**src/common/shs_pkg.sv**
```systemverilog
// Purpose: Shared constants and types of the homing sequencer
// Assumes: 32-bit APB data, one register per aligned word
// Notes:   Offsets are byte addresses
`default_nettype none
package shs_pkg;
    // ============================================================
    // Register offsets
    localparam logic [7:0] CMD_OFS = 8'h00;
    localparam logic [7:0] STAT_OFS = 8'h04;
    localparam logic [7:0] METH_OFS = 8'h08;
    localparam logic [7:0] FAST_OFS = 8'h0C;
    localparam logic [7:0] SLOW_OFS = 8'h10;
    localparam logic [7:0] ACC_OFS = 8'h14;
    localparam logic [7:0] THR_OFS = 8'h18;
    localparam logic [7:0] DLY_OFS = 8'h1C;
    localparam logic [7:0] CFG_OFS = 8'h20;
    // ============================================================
    // Field positions
    localparam int START_BIT = 4;
    localparam int ABS_BIT = 0;
    localparam int ST_ABN = 8;
    localparam int ST_REACH = 10;
    localparam int ST_DONE = 12;
    localparam int ST_ERR = 13;
    localparam int ST_PZERO = 14;
    localparam int ST_TRIG = 15;
    // ============================================================
    // Reset values
    localparam logic [15:0] CMD_RST = 16'h0000;
    localparam logic [7:0] METH_RST = 8'h00;
    localparam logic [15:0] PAR_RST = 16'h0000;
    localparam logic CFG_RST = 1'b0;
    // ============================================================
    // Types
    typedef struct packed {
        logic signed [7:0] method;
        logic [15:0] fast;
        logic [15:0] slow;
        logic [15:0] accel;
        logic [15:0] thr;
        logic [15:0] dly;
    } shs_cfg_t;
    typedef struct packed {
        logic en;
        logic pos;
        logic fast;
    } shs_drive_t;
    typedef enum logic [2:0] {
        S_IDLE, S_LEAVE, S_SEEK, S_BACK, S_CREEP, S_REV, S_DELAY
    } shs_state_t;
endpackage
`default_nettype wire

```
**src/rtl/shs_top.sv**
```systemverilog
// Purpose: Homing sequencer for one servo axis, APB register slave
// Assumes: Switch, index and torque inputs synchronous to MCLK_I
// Notes:   CE_I low freezes every flip-flop, the APB slave included
//
// The register addresses and the APB register port were left to the implementer.
`default_nettype none
module shs_top
    import shs_pkg::*;
(
    input wire logic MCLK_I,
    input wire logic RST_N_I,
    input wire logic CE_I,
    input wire logic PSEL_I,
    input wire logic PENABLE_I,
    input wire logic PWRITE_I,
    input wire logic [7:0] PADDR_I,
    input wire logic [31:0] PWDATA_I,
    output logic [31:0] PRDATA_O,
    output logic PREADY_O,
    output logic PSLVERR_O,
    input wire logic POS_LIMIT_I,
    input wire logic NEG_LIMIT_I,
    input wire logic HOME_SW_I,
    input wire logic INDEX_I,
    input wire logic [15:0] TORQUE_I,
    output logic MOVE_EN_O,
    output logic MOVE_POS_O,
    output logic [15:0] MOVE_SPEED_O,
    output logic [15:0] MOVE_ACCEL_O
);
    // ============================================================
    // Method table
    function automatic logic in_rng(logic signed [7:0] m, int lo, int hi);
        return (int'(m) >= lo) && (int'(m) <= hi);
    endfunction

    function automatic logic seek_pos(logic signed [7:0] m);
        return m == -8'sd5 || m == -8'sd3 || m == -8'sd1 ||
               in_rng(m, 2, 4) || m == 8'sd34;
    endfunction

    function automatic logic supported(logic signed [7:0] m);
        return in_rng(m, -6, -1) || in_rng(m, 1, 5) || in_rng(m, 33, 34);
    endfunction

    function automatic logic lim_fault(logic signed [7:0] m, logic pl,
                                       logic nl, logic hs);
        logic pg;
        logic ng;
        logic nolim;
        pg = m == 8'sd2 || in_rng(m, 7, 10) || in_rng(m, 23, 26);
        ng = m == 8'sd1 || in_rng(m, 11, 14) || in_rng(m, 27, 30);
        nolim = in_rng(m, 3, 4) || in_rng(m, 19, 20);
        return (pl && nl) ||
               (pg && nl) ||
               (ng && pl) ||
               (nolim && (pl || nl)) ||
               (in_rng(m, 33, 34) && (pl || nl || hs));
    endfunction

    // ============================================================
    // Registers
    shs_cfg_t cfg_ff;
    logic [15:0] cmd_ff;
    logic abs_ff;
    logic start_prev_ff;
    logic pready_ff;
    logic pslverr_ff;
    logic [31:0] prdata_ff;
    shs_state_t state_ff;
    shs_state_t nxt_state;
    shs_drive_t drive_ff;
    shs_drive_t nxt_drive;
    logic [15:0] speed_ff;
    logic seen_ff;
    logic nxt_seen;
    logic [15:0] dly_cnt_ff;
    logic abn_ff;
    logic reach_ff;
    logic done_ff;
    logic err_ff;
    logic pzero_ff;
    logic trig_ff;
    logic [15:0] stat_word;
    logic wr_en;
    logic start_edge;
    logic stop_edge;
    logic run;
    logic sw;
    logic flt;
    logic trq_hit;
    logic m4;
    logic midx;
    logic sp;
    logic succ;
    logic pzero;
    logic launch;

    assign stat_word = {trig_ff, pzero_ff, err_ff, done_ff, 1'b0,
                        reach_ff, 1'b0, abn_ff, 8'h00};
    assign wr_en = PSEL_I && PENABLE_I && PWRITE_I && pready_ff;
    assign start_edge = cmd_ff[START_BIT] && !start_prev_ff;
    assign stop_edge = !cmd_ff[START_BIT] && start_prev_ff;
    assign run = state_ff != S_IDLE;
    assign pzero = cfg_ff.method == 8'sd0 || cfg_ff.fast == 16'h0000 ||
                   cfg_ff.slow == 16'h0000 || cfg_ff.accel == 16'h0000;
    assign launch = start_edge && !run && !abs_ff && !pzero &&
                    supported(cfg_ff.method);
    assign sw = cfg_ff.method == 8'sd1 ? NEG_LIMIT_I :
                cfg_ff.method == 8'sd2 ? POS_LIMIT_I : HOME_SW_I;
    assign flt = lim_fault(cfg_ff.method, POS_LIMIT_I, NEG_LIMIT_I,
                           HOME_SW_I);
    assign trq_hit = TORQUE_I >= cfg_ff.thr;
    assign m4 = cfg_ff.method == 8'sd4;
    assign midx = in_rng(cfg_ff.method, 33, 34);
    assign sp = seek_pos(cfg_ff.method);

    // ============================================================
    // APB slave, no wait states
    always_ff @(posedge MCLK_I) begin
        if (!RST_N_I) begin
            pready_ff <= 1'b0;
            pslverr_ff <= 1'b0;
            prdata_ff <= 32'h0000_0000;
        end else if (CE_I) begin
            pready_ff <= PSEL_I && !PENABLE_I;
            pslverr_ff <= 1'b0;
            prdata_ff <= 32'h0000_0000;
            if (PSEL_I && !PENABLE_I) begin
                if (PADDR_I == CMD_OFS) begin
                    prdata_ff <= {16'h0000, cmd_ff};
                end else if (PADDR_I == STAT_OFS) begin
                    prdata_ff <= {16'h0000, stat_word};
                end else if (PADDR_I == METH_OFS) begin
                    prdata_ff <= {24'h000000, cfg_ff.method};
                end else if (PADDR_I == FAST_OFS) begin
                    prdata_ff <= {16'h0000, cfg_ff.fast};
                end else if (PADDR_I == SLOW_OFS) begin
                    prdata_ff <= {16'h0000, cfg_ff.slow};
                end else if (PADDR_I == ACC_OFS) begin
                    prdata_ff <= {16'h0000, cfg_ff.accel};
                end else if (PADDR_I == THR_OFS) begin
                    prdata_ff <= {16'h0000, cfg_ff.thr};
                end else if (PADDR_I == DLY_OFS) begin
                    prdata_ff <= {16'h0000, cfg_ff.dly};
                end else if (PADDR_I == CFG_OFS) begin
                    prdata_ff <= {31'h00000000, abs_ff};
                end else begin
                    pslverr_ff <= 1'b1;
                end
            end
        end
    end

    always_ff @(posedge MCLK_I) begin
        if (!RST_N_I) begin
            cmd_ff <= CMD_RST;
            cfg_ff <= {METH_RST, PAR_RST, PAR_RST, PAR_RST, PAR_RST,
                       PAR_RST};
            abs_ff <= CFG_RST;
        end else if (CE_I && wr_en) begin
            if (PADDR_I == CMD_OFS) begin
                cmd_ff <= PWDATA_I[15:0];
            end else if (PADDR_I == METH_OFS) begin
                cfg_ff.method <= PWDATA_I[7:0];
            end else if (PADDR_I == FAST_OFS) begin
                cfg_ff.fast <= PWDATA_I[15:0];
            end else if (PADDR_I == SLOW_OFS) begin
                cfg_ff.slow <= PWDATA_I[15:0];
            end else if (PADDR_I == ACC_OFS) begin
                cfg_ff.accel <= PWDATA_I[15:0];
            end else if (PADDR_I == THR_OFS) begin
                cfg_ff.thr <= PWDATA_I[15:0];
            end else if (PADDR_I == DLY_OFS) begin
                cfg_ff.dly <= PWDATA_I[15:0];
            end else if (PADDR_I == CFG_OFS) begin
                abs_ff <= PWDATA_I[ABS_BIT];
            end
        end
    end

    // ============================================================
    // Homing sequence
    always_comb begin
        nxt_state = state_ff;
        nxt_seen = seen_ff;
        succ = 1'b0;
        case (state_ff)
            S_IDLE: begin
                nxt_seen = 1'b0;
                if (launch) begin
                    if (cfg_ff.method < 8'sd0 || midx) begin
                        nxt_state = midx ? S_CREEP : S_SEEK;
                    end else if (sw) begin
                        nxt_state = S_LEAVE;
                    end else begin
                        nxt_state = S_SEEK;
                    end
                end
            end
            S_LEAVE: begin
                if (!sw) begin
                    nxt_state = m4 ? S_CREEP : S_SEEK;
                end
            end
            S_SEEK: begin
                if (cfg_ff.method < 8'sd0) begin
                    if (trq_hit) begin
                        if (cfg_ff.method <= -8'sd5) begin
                            nxt_state = S_IDLE;
                            succ = 1'b1;
                        end else begin
                            nxt_state = S_REV;
                        end
                    end
                end else if (sw) begin
                    nxt_state = m4 ? S_BACK : S_CREEP;
                end
            end
            S_BACK: begin
                if (!sw) begin
                    nxt_state = S_CREEP;
                end
            end
            S_CREEP: begin
                if (!sw) begin
                    nxt_seen = 1'b1;
                end
                if (INDEX_I && (midx || (m4 ? sw : seen_ff))) begin
                    nxt_state = S_IDLE;
                    succ = 1'b1;
                end
            end
            S_REV: begin
                if (!trq_hit) begin
                    nxt_seen = 1'b1;
                    if (cfg_ff.method <= -8'sd3) begin
                        nxt_state = S_DELAY;
                    end
                end
                if (cfg_ff.method >= -8'sd2 && seen_ff && INDEX_I) begin
                    nxt_state = S_IDLE;
                    succ = 1'b1;
                end
            end
            S_DELAY: begin
                if (dly_cnt_ff >= cfg_ff.dly) begin
                    nxt_state = S_IDLE;
                    succ = 1'b1;
                end
            end
            default: begin
                nxt_state = S_IDLE;
            end
        endcase
        if (run && (stop_edge || flt)) begin
            nxt_state = S_IDLE;
            succ = 1'b0;
        end
    end

    always_comb begin
        nxt_drive = '0;
        case (nxt_state)
            S_LEAVE, S_BACK: begin
                nxt_drive = '{en: 1'b1, pos: !sp, fast: 1'b1};
            end
            S_SEEK: begin
                nxt_drive = '{en: 1'b1, pos: sp,
                              fast: cfg_ff.method > -8'sd5};
            end
            S_CREEP: begin
                nxt_drive = '{en: 1'b1, pos: (m4 || midx) ? sp : !sp,
                              fast: 1'b0};
            end
            S_REV: begin
                nxt_drive = '{en: 1'b1, pos: !sp, fast: 1'b0};
            end
            default: begin
                nxt_drive = '0;
            end
        endcase
    end

    always_ff @(posedge MCLK_I) begin
        if (!RST_N_I) begin
            state_ff <= S_IDLE;
            drive_ff <= '0;
            speed_ff <= 16'h0000;
            seen_ff <= 1'b0;
            start_prev_ff <= 1'b0;
        end else if (CE_I) begin
            state_ff <= nxt_state;
            drive_ff <= nxt_drive;
            speed_ff <= nxt_drive.fast ? cfg_ff.fast : cfg_ff.slow;
            seen_ff <= nxt_seen;
            start_prev_ff <= cmd_ff[START_BIT];
        end
    end

    always_ff @(posedge MCLK_I) begin
        if (!RST_N_I) begin
            dly_cnt_ff <= 16'h0000;
        end else if (CE_I) begin
            if (state_ff == S_DELAY) begin
                dly_cnt_ff <= dly_cnt_ff + 16'h0001;
            end else begin
                dly_cnt_ff <= 16'h0000;
            end
        end
    end

    // ============================================================
    // Status flags, cleared only by a start edge except pzero_ff and trig_ff, which follow every cycle
    always_ff @(posedge MCLK_I) begin
        if (!RST_N_I) begin
            abn_ff <= 1'b0;
            reach_ff <= 1'b0;
            done_ff <= 1'b0;
            err_ff <= 1'b0;
            pzero_ff <= 1'b0;
            trig_ff <= 1'b0;
        end else if (CE_I) begin
            pzero_ff <= pzero;
            trig_ff <= nxt_state != S_IDLE;
            if (start_edge && !run) begin
                abn_ff <= abs_ff || pzero ||
                          !supported(cfg_ff.method);
                err_ff <= abs_ff;
                reach_ff <= 1'b0;
                // Pending done from the last run still lands
                done_ff <= reach_ff && !done_ff;
            end else begin
                if (run && (stop_edge || flt)) begin
                    abn_ff <= 1'b1;
                end
                if (run && flt) begin
                    err_ff <= 1'b1;
                end
                if (succ) begin
                    reach_ff <= 1'b1;
                end
                if (reach_ff) begin
                    done_ff <= 1'b1;
                end
            end
        end
    end

    // ============================================================
    // Outputs
    assign PRDATA_O = prdata_ff;
    assign PREADY_O = pready_ff;
    assign PSLVERR_O = pslverr_ff;
    assign MOVE_EN_O = drive_ff.en;
    assign MOVE_POS_O = drive_ff.pos;
    assign MOVE_SPEED_O = speed_ff;
    assign MOVE_ACCEL_O = cfg_ff.accel;
endmodule // shs_top
`default_nettype wire

```
**config.mk**
```make
export PLATFORM = sky130hd
export DESIGN_NAME = shs_top
export DESIGN_NICKNAME = d
export VERILOG_FILES = /design/src/common/shs_pkg.sv /design/src/rtl/shs_top.sv
export SDC_FILE = /design/constraint.sdc
export NUM_CORES = 1
export LEC_CHECK = 0
export BUFFER_PORTS_ARGS = -buffer_cell sky130_fd_sc_hd__buf_2
export CAP_MARGIN = 20
export CORE_UTILIZATION = 45
export CTS_CLUSTER_DIAMETER = 150
export CTS_CLUSTER_SIZE = 24
export DETAILED_ROUTE_END_ITERATION = 6
export PLACE_DENSITY_LB_ADDON = 0.25
export SLEW_MARGIN = 30
export SYNTH_ARGS = -nofsm -noshare
export SYNTH_HDL_FRONTEND = slang
export SYNTH_SLANG_ARGS = --single-unit
```
**constraint.sdc**
```tcl
create_clock -name MCLK_I -period 6.7 [get_ports MCLK_I]
set_clock_uncertainty 0.1 [all_clocks]
set_input_delay 1.34 -clock MCLK_I [delete_from_list [all_inputs] [get_ports MCLK_I]]
set_output_delay 1.34 -clock MCLK_I [all_outputs]
set_load 0.03 [all_outputs]
```
# Yosys cells after proc, flatten, opt, wreduce, memory -nomap -nowiden
# Cells that the tools add are included.
# W data, S select, Z words.
[word_totals]
reg_bits = 184
in_bits = 66
wordCells = 245
[op_classes]
add_sub_neg = 1
magnitude_cmp = 26
n_eq_ne = 28
muxes = 65
bitwise = 7
reduce_logical = 94
[op_table]
columns = ["cell", "n"]
rows = [
  ["$mux W16", 11],
  ["$mux W3", 17],
  ["$logic_not A16 Y1", 3],
  ["$eq A8 B4 Y1 const B", 4],
  ["$eq A8 B5 Y1 const B", 4],
  ["$ge A16 B16 Y1", 2],
  ["$logic_and A1 B1 Y1", 32],
  ["$mux W1", 32],
  ["$logic_or A1 B1 Y1", 26],
  ["$eq A8 B3 Y1 const B", 3],
  ["$ge A8 B6 Y1 const B", 3],
  ["$le A8 B4 Y1 const B", 3],
  ["$le A8 B6 Y1 const B", 3],
  ["$pmux W3 S7", 1],
  ["$add A16 B1 Y16 const B", 1],
  ["$ge A8 B2 Y1 const B", 2],
  ["$ge A8 B3 Y1 const B", 2],
  ["$ge A8 B4 Y1 const B", 2],
  ["$le A8 B5 Y1 const B", 2],
  ["$logic_not A8 Y1", 2],
  ["$eq A3 B3 Y1 const B", 5],
  ["$eq A3 B2 Y1 const B", 4],
  ["$pmux W3 S4", 1],
  ["$reduce_and A2 Y1", 5],
  ["29 further kinds", 51],
]

# Logic depth before layout (Yosys ltp)
[logic_depth]
depth_word = 16
ltp_mapped = 12
depth_no_buf = 11

# Least setup slack after synthesis
# No wires, ideal clock.
[synth_path]
kind = "input-to-reg"
from = "input TORQUE_I[0]"
to = "register speed_ff[10], in the netlist MOVE_SPEED_O[10]"
setup_ns = 0.133
arrival_time_ns = 3.525
path_slack_ns = 2.942
cell_stages = 12
path_buffers = 1
path_cell_list = "inv_1 ha_1 nand2b_1 a2111o_1 o2111ai_1 o211ai_1 o21bai_1 a41o_2 a21oi_4 buf_12 mux2i_1 a21oi_1"
[synth_between]
elab_chain_len = 9
[synth_lines]
columns = ["element", "line_no", "text"]
rows = [
  ["start: declaration", "shs_top.sv:25", "input wire logic [15:0] TORQUE_I,"],
  ["$ge A16 B16 Y1 *", "shs_top.sv:113", "assign trq_hit = TORQUE_I >= cfg_ff.thr;"],
  ["$mux W3 (on tied branches)", "shs_top.sv:235, shs_top.sv:208", ""],
  ["$mux W3 (on tied branches)", "shs_top.sv:241, shs_top.sv:207", ""],
  ["$pmux W3 S7 *", "shs_top.sv:188", "case (state_ff)"],
  ["$mux W3 *", "shs_top.sv:256", "if (run && (stop_edge || flt)) begin"],
  ["$eq A3 B1 Y1 / $eq A3 B2 Y1 (equally long branches)", "shs_top.sv:264", "case (nxt_state)"],
  ["$reduce_or A2 Y1", "shs_top.sv:264", ""],
  ["$pmux W3 S4 *", "shs_top.sv:264", ""],
  ["$mux W16 *", "shs_top.sv:295", "speed_ff <= nxt_drive.fast ? cfg_ff.fast : cfg_ff.slow;"],
  ["end signal: assignment", "shs_top.sv:295", ""],
  ["end: declaration", "shs_top.sv:74", "logic [15:0] speed_ff;"],
]
# Mark *: on every way between the ends. The rest lies on a longest branch, timed or not.
# A chain may end at the register's enable or synchronous reset.

# Worst setup path after layout
[layout_path]
from = "input TORQUE_I[0]"
to = "register speed_ff[12], in the netlist MOVE_SPEED_O[12]"
# The elaborated chain is that of the path after synthesis.

==> summary.md <==
| Metric | Value |
|---|---|
| Remaining DRCs | 0 |
| Worst EP arrival | 4.42 ns |
| Measured slew at the worst slew-check pin | 0.985 ns |
| DP HPWL | around 20,000 um |
| Die height | about 150 um |
| Max-slew violations | 0 |
| Worst flop-to-flop path endpoint | MOVE_SPEED_O[12]$_SDFFE_PN0P_ |
| R2R setup slack | 2.84 ns |
| Cell Chain, Critical Path | buf_2 > inv_1 > ha_1 > nand2b_1 > a2111o_1 > o2111ai_1 > o211ai_1 > a32oi_1 > nand4_2 > a21oi_4 > mux2i_1 > a21oi_1 |
| Placed cells | ~1.5k |
| GRT Total Usage | a little over a quarter |
| Crit. path cell count | 12 |
| Ant. Diodes | 0 |
| Sink Count | around 170 |
| Outcome | finished clean |
| Routability cong. | slightly below 1 |
| Layout Nets | approximately 1.3k |
| Yosys warnings | 0 |
| WP buf/inv | 2 |
| # resized after CTS | 0 |
| Share of cells above drive strength 1 | 13.6% |
| CTS H-tree lvls | 4 |
| I/O Pins | around 130 |
| Worst hold stages | 2 |
| Mean Syn Cell Area | 7.81 um2 |
| Most common cell after layout, fill and taps aside | nand2_1 |
| Worst R2R Start | dly_cnt_ff[0]$_SDFFE_PN0P_ |
| Min Hold Slack | approximately 0.36 ns |
| WL per Instance | between 15 and 20 um |
| Post-Syn Area | approximately 9500 um2 |
| DR iter-0 viols | 919 |
| Max Cap Viol | 0 |
| Area growth from synthesis to layout | 8.99% |
| CP required | 6.88 ns |
| Area of the multi-input gates | around 5300 um2 |
| Setup CP Type | input pin to flip-flop |
| Startpoint types | input pin |
| Reg area | 3360 um2 |
| Primary FF master, synth | dfxtp_1 |
| Layout Cells excl Fill | approximately 1.5k |
| Minimum clock period | roughly 4.2 ns |
| Sequential share of the synthesized area | between 30% and 40% |
| Fillers | between 2k and 2.5k |
| EDFF count, synth | 0 |
| ANT nets after route | 0 |
| Peak supply drop | about 0.00017 V |
| Pwr dens | approximately 200 nW/um2 |
| Commonest cells after routing, fill and taps aside | nand2_1 (282), dfxtp_1 (168), a21boi_0 (107) |
| Global route overflow | 0 |
| CTS tree | built |
| Crit share post-route | approximately 63% |
| Max clock buf depth | 2 |
| RSZ-0062 raised after global routing | no |
| Buffers on Ports | ~100 |
| Total negative setup slack | 0 ns |
| Critical path fanouts, max | 16 |
| Global-route wire length before repair | between 40,000 and 50,000 um |
| R2R depth | 11 |
| CP Capture Type | flip-flop |
| Via density | 5.63 |
| Vias | 8,609 |
| Ys async rst share | 0% |
| Largest delay contributor family on the critical path | compound AO/OA/AOI/OAI gates |
| Site Rows | between 50 and 60 |
| Final setup viols | 0 |
| Worst hold path type | flip-flop to flip-flop |
| Endpoints failing hold | 0 |
| Crit-path slowest cell | a21oi_4 |
| Post-synthesis register bit count | between 150 and 200 |
| DR pass1 iterations | 6 |
| Reg clk slew, reported paths | ~0.07 ns |
| Post-synth cell types | 80 |
| Clk Latency, worst-skew pair | 0.44 ns |
| Initial core utilization | 46.3% |
| Worst setup path start | TORQUE_I[0] |
| Worst Setup EP | MOVE_SPEED_O[12]$_SDFFE_PN0P_ |
| Drt total wl | 28,400 um |
| Max Fclk | between 200 and 250 MHz |
| Die Wd | between 100 and 150 um |
| Core area | a little over 20,000 um2 |
| Number of CTS-inserted buffers | 17 |
| Pleak | 3.71 nW |
| Post-CTS Setup Bufs | 0 |
| Slew headroom | approximately a third |
| Number of global-route vias before repair | just under 8k |
| Root Driver | clkbuf_16 |
| Die ar. | approximately 22,000 um2 |
| CP peak stage delay | 0.63 ns |
| CTS Hold Bufs | 0 |
| Mapped Cells | 1,212 |
| Largest net degree at the start of global routing | between 90 and 100 |
| Initial antenna violation count | 0 |
[through the flow]
step           setup WS, ns  power [W]  util, %  cell area, um2
3_3_place_gp           2.08    0.00117     47.9            9780
2_1_floorplan          2.94    0.00113        -            9530
6_report               2.46    0.00207     50.5           10300
4_1_cts                2.49    0.00207     50.5           10300
5_1_grt                2.32    0.00213     50.5           10300
3_5_place_dp           2.06    0.00117     47.9            9790
[worst min path at each step]
stage	startpoint	to	slack [ns]
after floorplan	cmd_ff[11]$_SDFFE_PN0P_	cmd_ff[11]$_SDFFE_PN0P_	0.34
after global placement	cmd_ff[11]$_SDFFE_PN0P_	cmd_ff[11]$_SDFFE_PN0P_	0.35
after detailed placement	cmd_ff[0]$_SDFFE_PN0P_	cmd_ff[0]$_SDFFE_PN0P_	0.36
after CTS	cmd_ff[0]$_SDFFE_PN0P_	cmd_ff[0]$_SDFFE_PN0P_	0.37
after global routing	cfg_ff[29]$_SDFFE_PN0P_	cfg_ff[29]$_SDFFE_PN0P_	0.38
final	cfg_ff[30]$_SDFFE_PN0P_	cfg_ff[30]$_SDFFE_PN0P_	0.36
[kinds of logic after synthesis]
group           count (synthesis)  synth area share, %
compound gates                312                 22.6
xor+xnor                       15                 1.39
fa+ha+maj                      33                 4.36
buf+inv                       163                 8.89
flops                         168                 35.5
mux                            33                 3.57
other cells                     1               0.0396
simple gates                  487                 23.6
[synthesized netlist by cell type (9+ instances only)]
| cell type | instances | area, um2 |
|---|---|---|
| nand2_1 | 282 | 1060 |
| dfxtp_1 | 168 | 3360 |
| a21boi_0 | 107 | 803 |
| o21ai_0 | 58 | 290 |
| inv_1 | 56 | 210 |
| clkbuf_1 | 53 | 199 |
| nor2_1 | 52 | 195 |
| a21oi_1 | 47 | 235 |
| buf_4 | 34 | 255 |
| ha_1 | 33 | 413 |
| mux2i_1 | 27 | 270 |
| nand3_1 | 25 | 125 |
| and2_1 | 21 | 131 |
| o22ai_1 | 19 | 119 |
| nand4_1 | 18 | 113 |
| nor3_1 | 13 | 65.1 |
| nor4_1 | 12 | 75.1 |
| a22oi_1 | 11 | 82.6 |
| xor2_1 | 11 | 96.3 |
| and3_1 | 9 | 56.3 |
| o211ai_1 | 9 | 67.6 |
[flip-flops by register name (all words and copies together) (netlist names), 3 cells and up]
signal / cells
cfg_ff: 72
dly_cnt_ff: 16
PRDATA_O: 16
MOVE_ACCEL_O: 16
state_ff: 3
cmd_ff: 16
MOVE_SPEED_O: 16
[per-layer routing]
| layer | GRT usage [%] | wire length (um) | vias up |
|---|---|---|---|
| li1 | - | - | 4223 |
| met1 | 37.1 | 13200 | 3972 |
| met2 | 38.5 | 12100 | 355 |
| met3 | 6.27 | 2210 | 59 |
| met4 | 10.5 | 855 | 0 |
| met5 | 0 | 0 | - |
[where the power goes]
part	switching, W	internal, W
clock network	0.000440	0.000478
logic	0.000101	0.0000426
registers	0.00000381	0.00100
[layout make-up]
class | count | share of cell area [%]
Clock buffer | 19 | 4.19
Clock inverter | 12 | 0.921
Inverter | 56 | 2.04
Multi-Input combinational cell | 896 | 51.6
Sequential cell | 168 | 32.6
Tap cell | 270 | 3.27
Timing Repair Buffer | 107 | 5.36
[worst reg2reg max path, cell delays in order (launching register included)]
cell and delay, ns:
dfxtp_1 0.46, inv_1 0.08, ha_1 0.27, or3b_1 0.36, o2111ai_1 0.10, a31oi_1 0.11
o21a_1 0.23, or4_1 0.55, a41o_2 0.35, a21oi_4 0.63, mux2i_1 0.36, a21oi_1 0.11
Power figures use the tool's default switching activity.
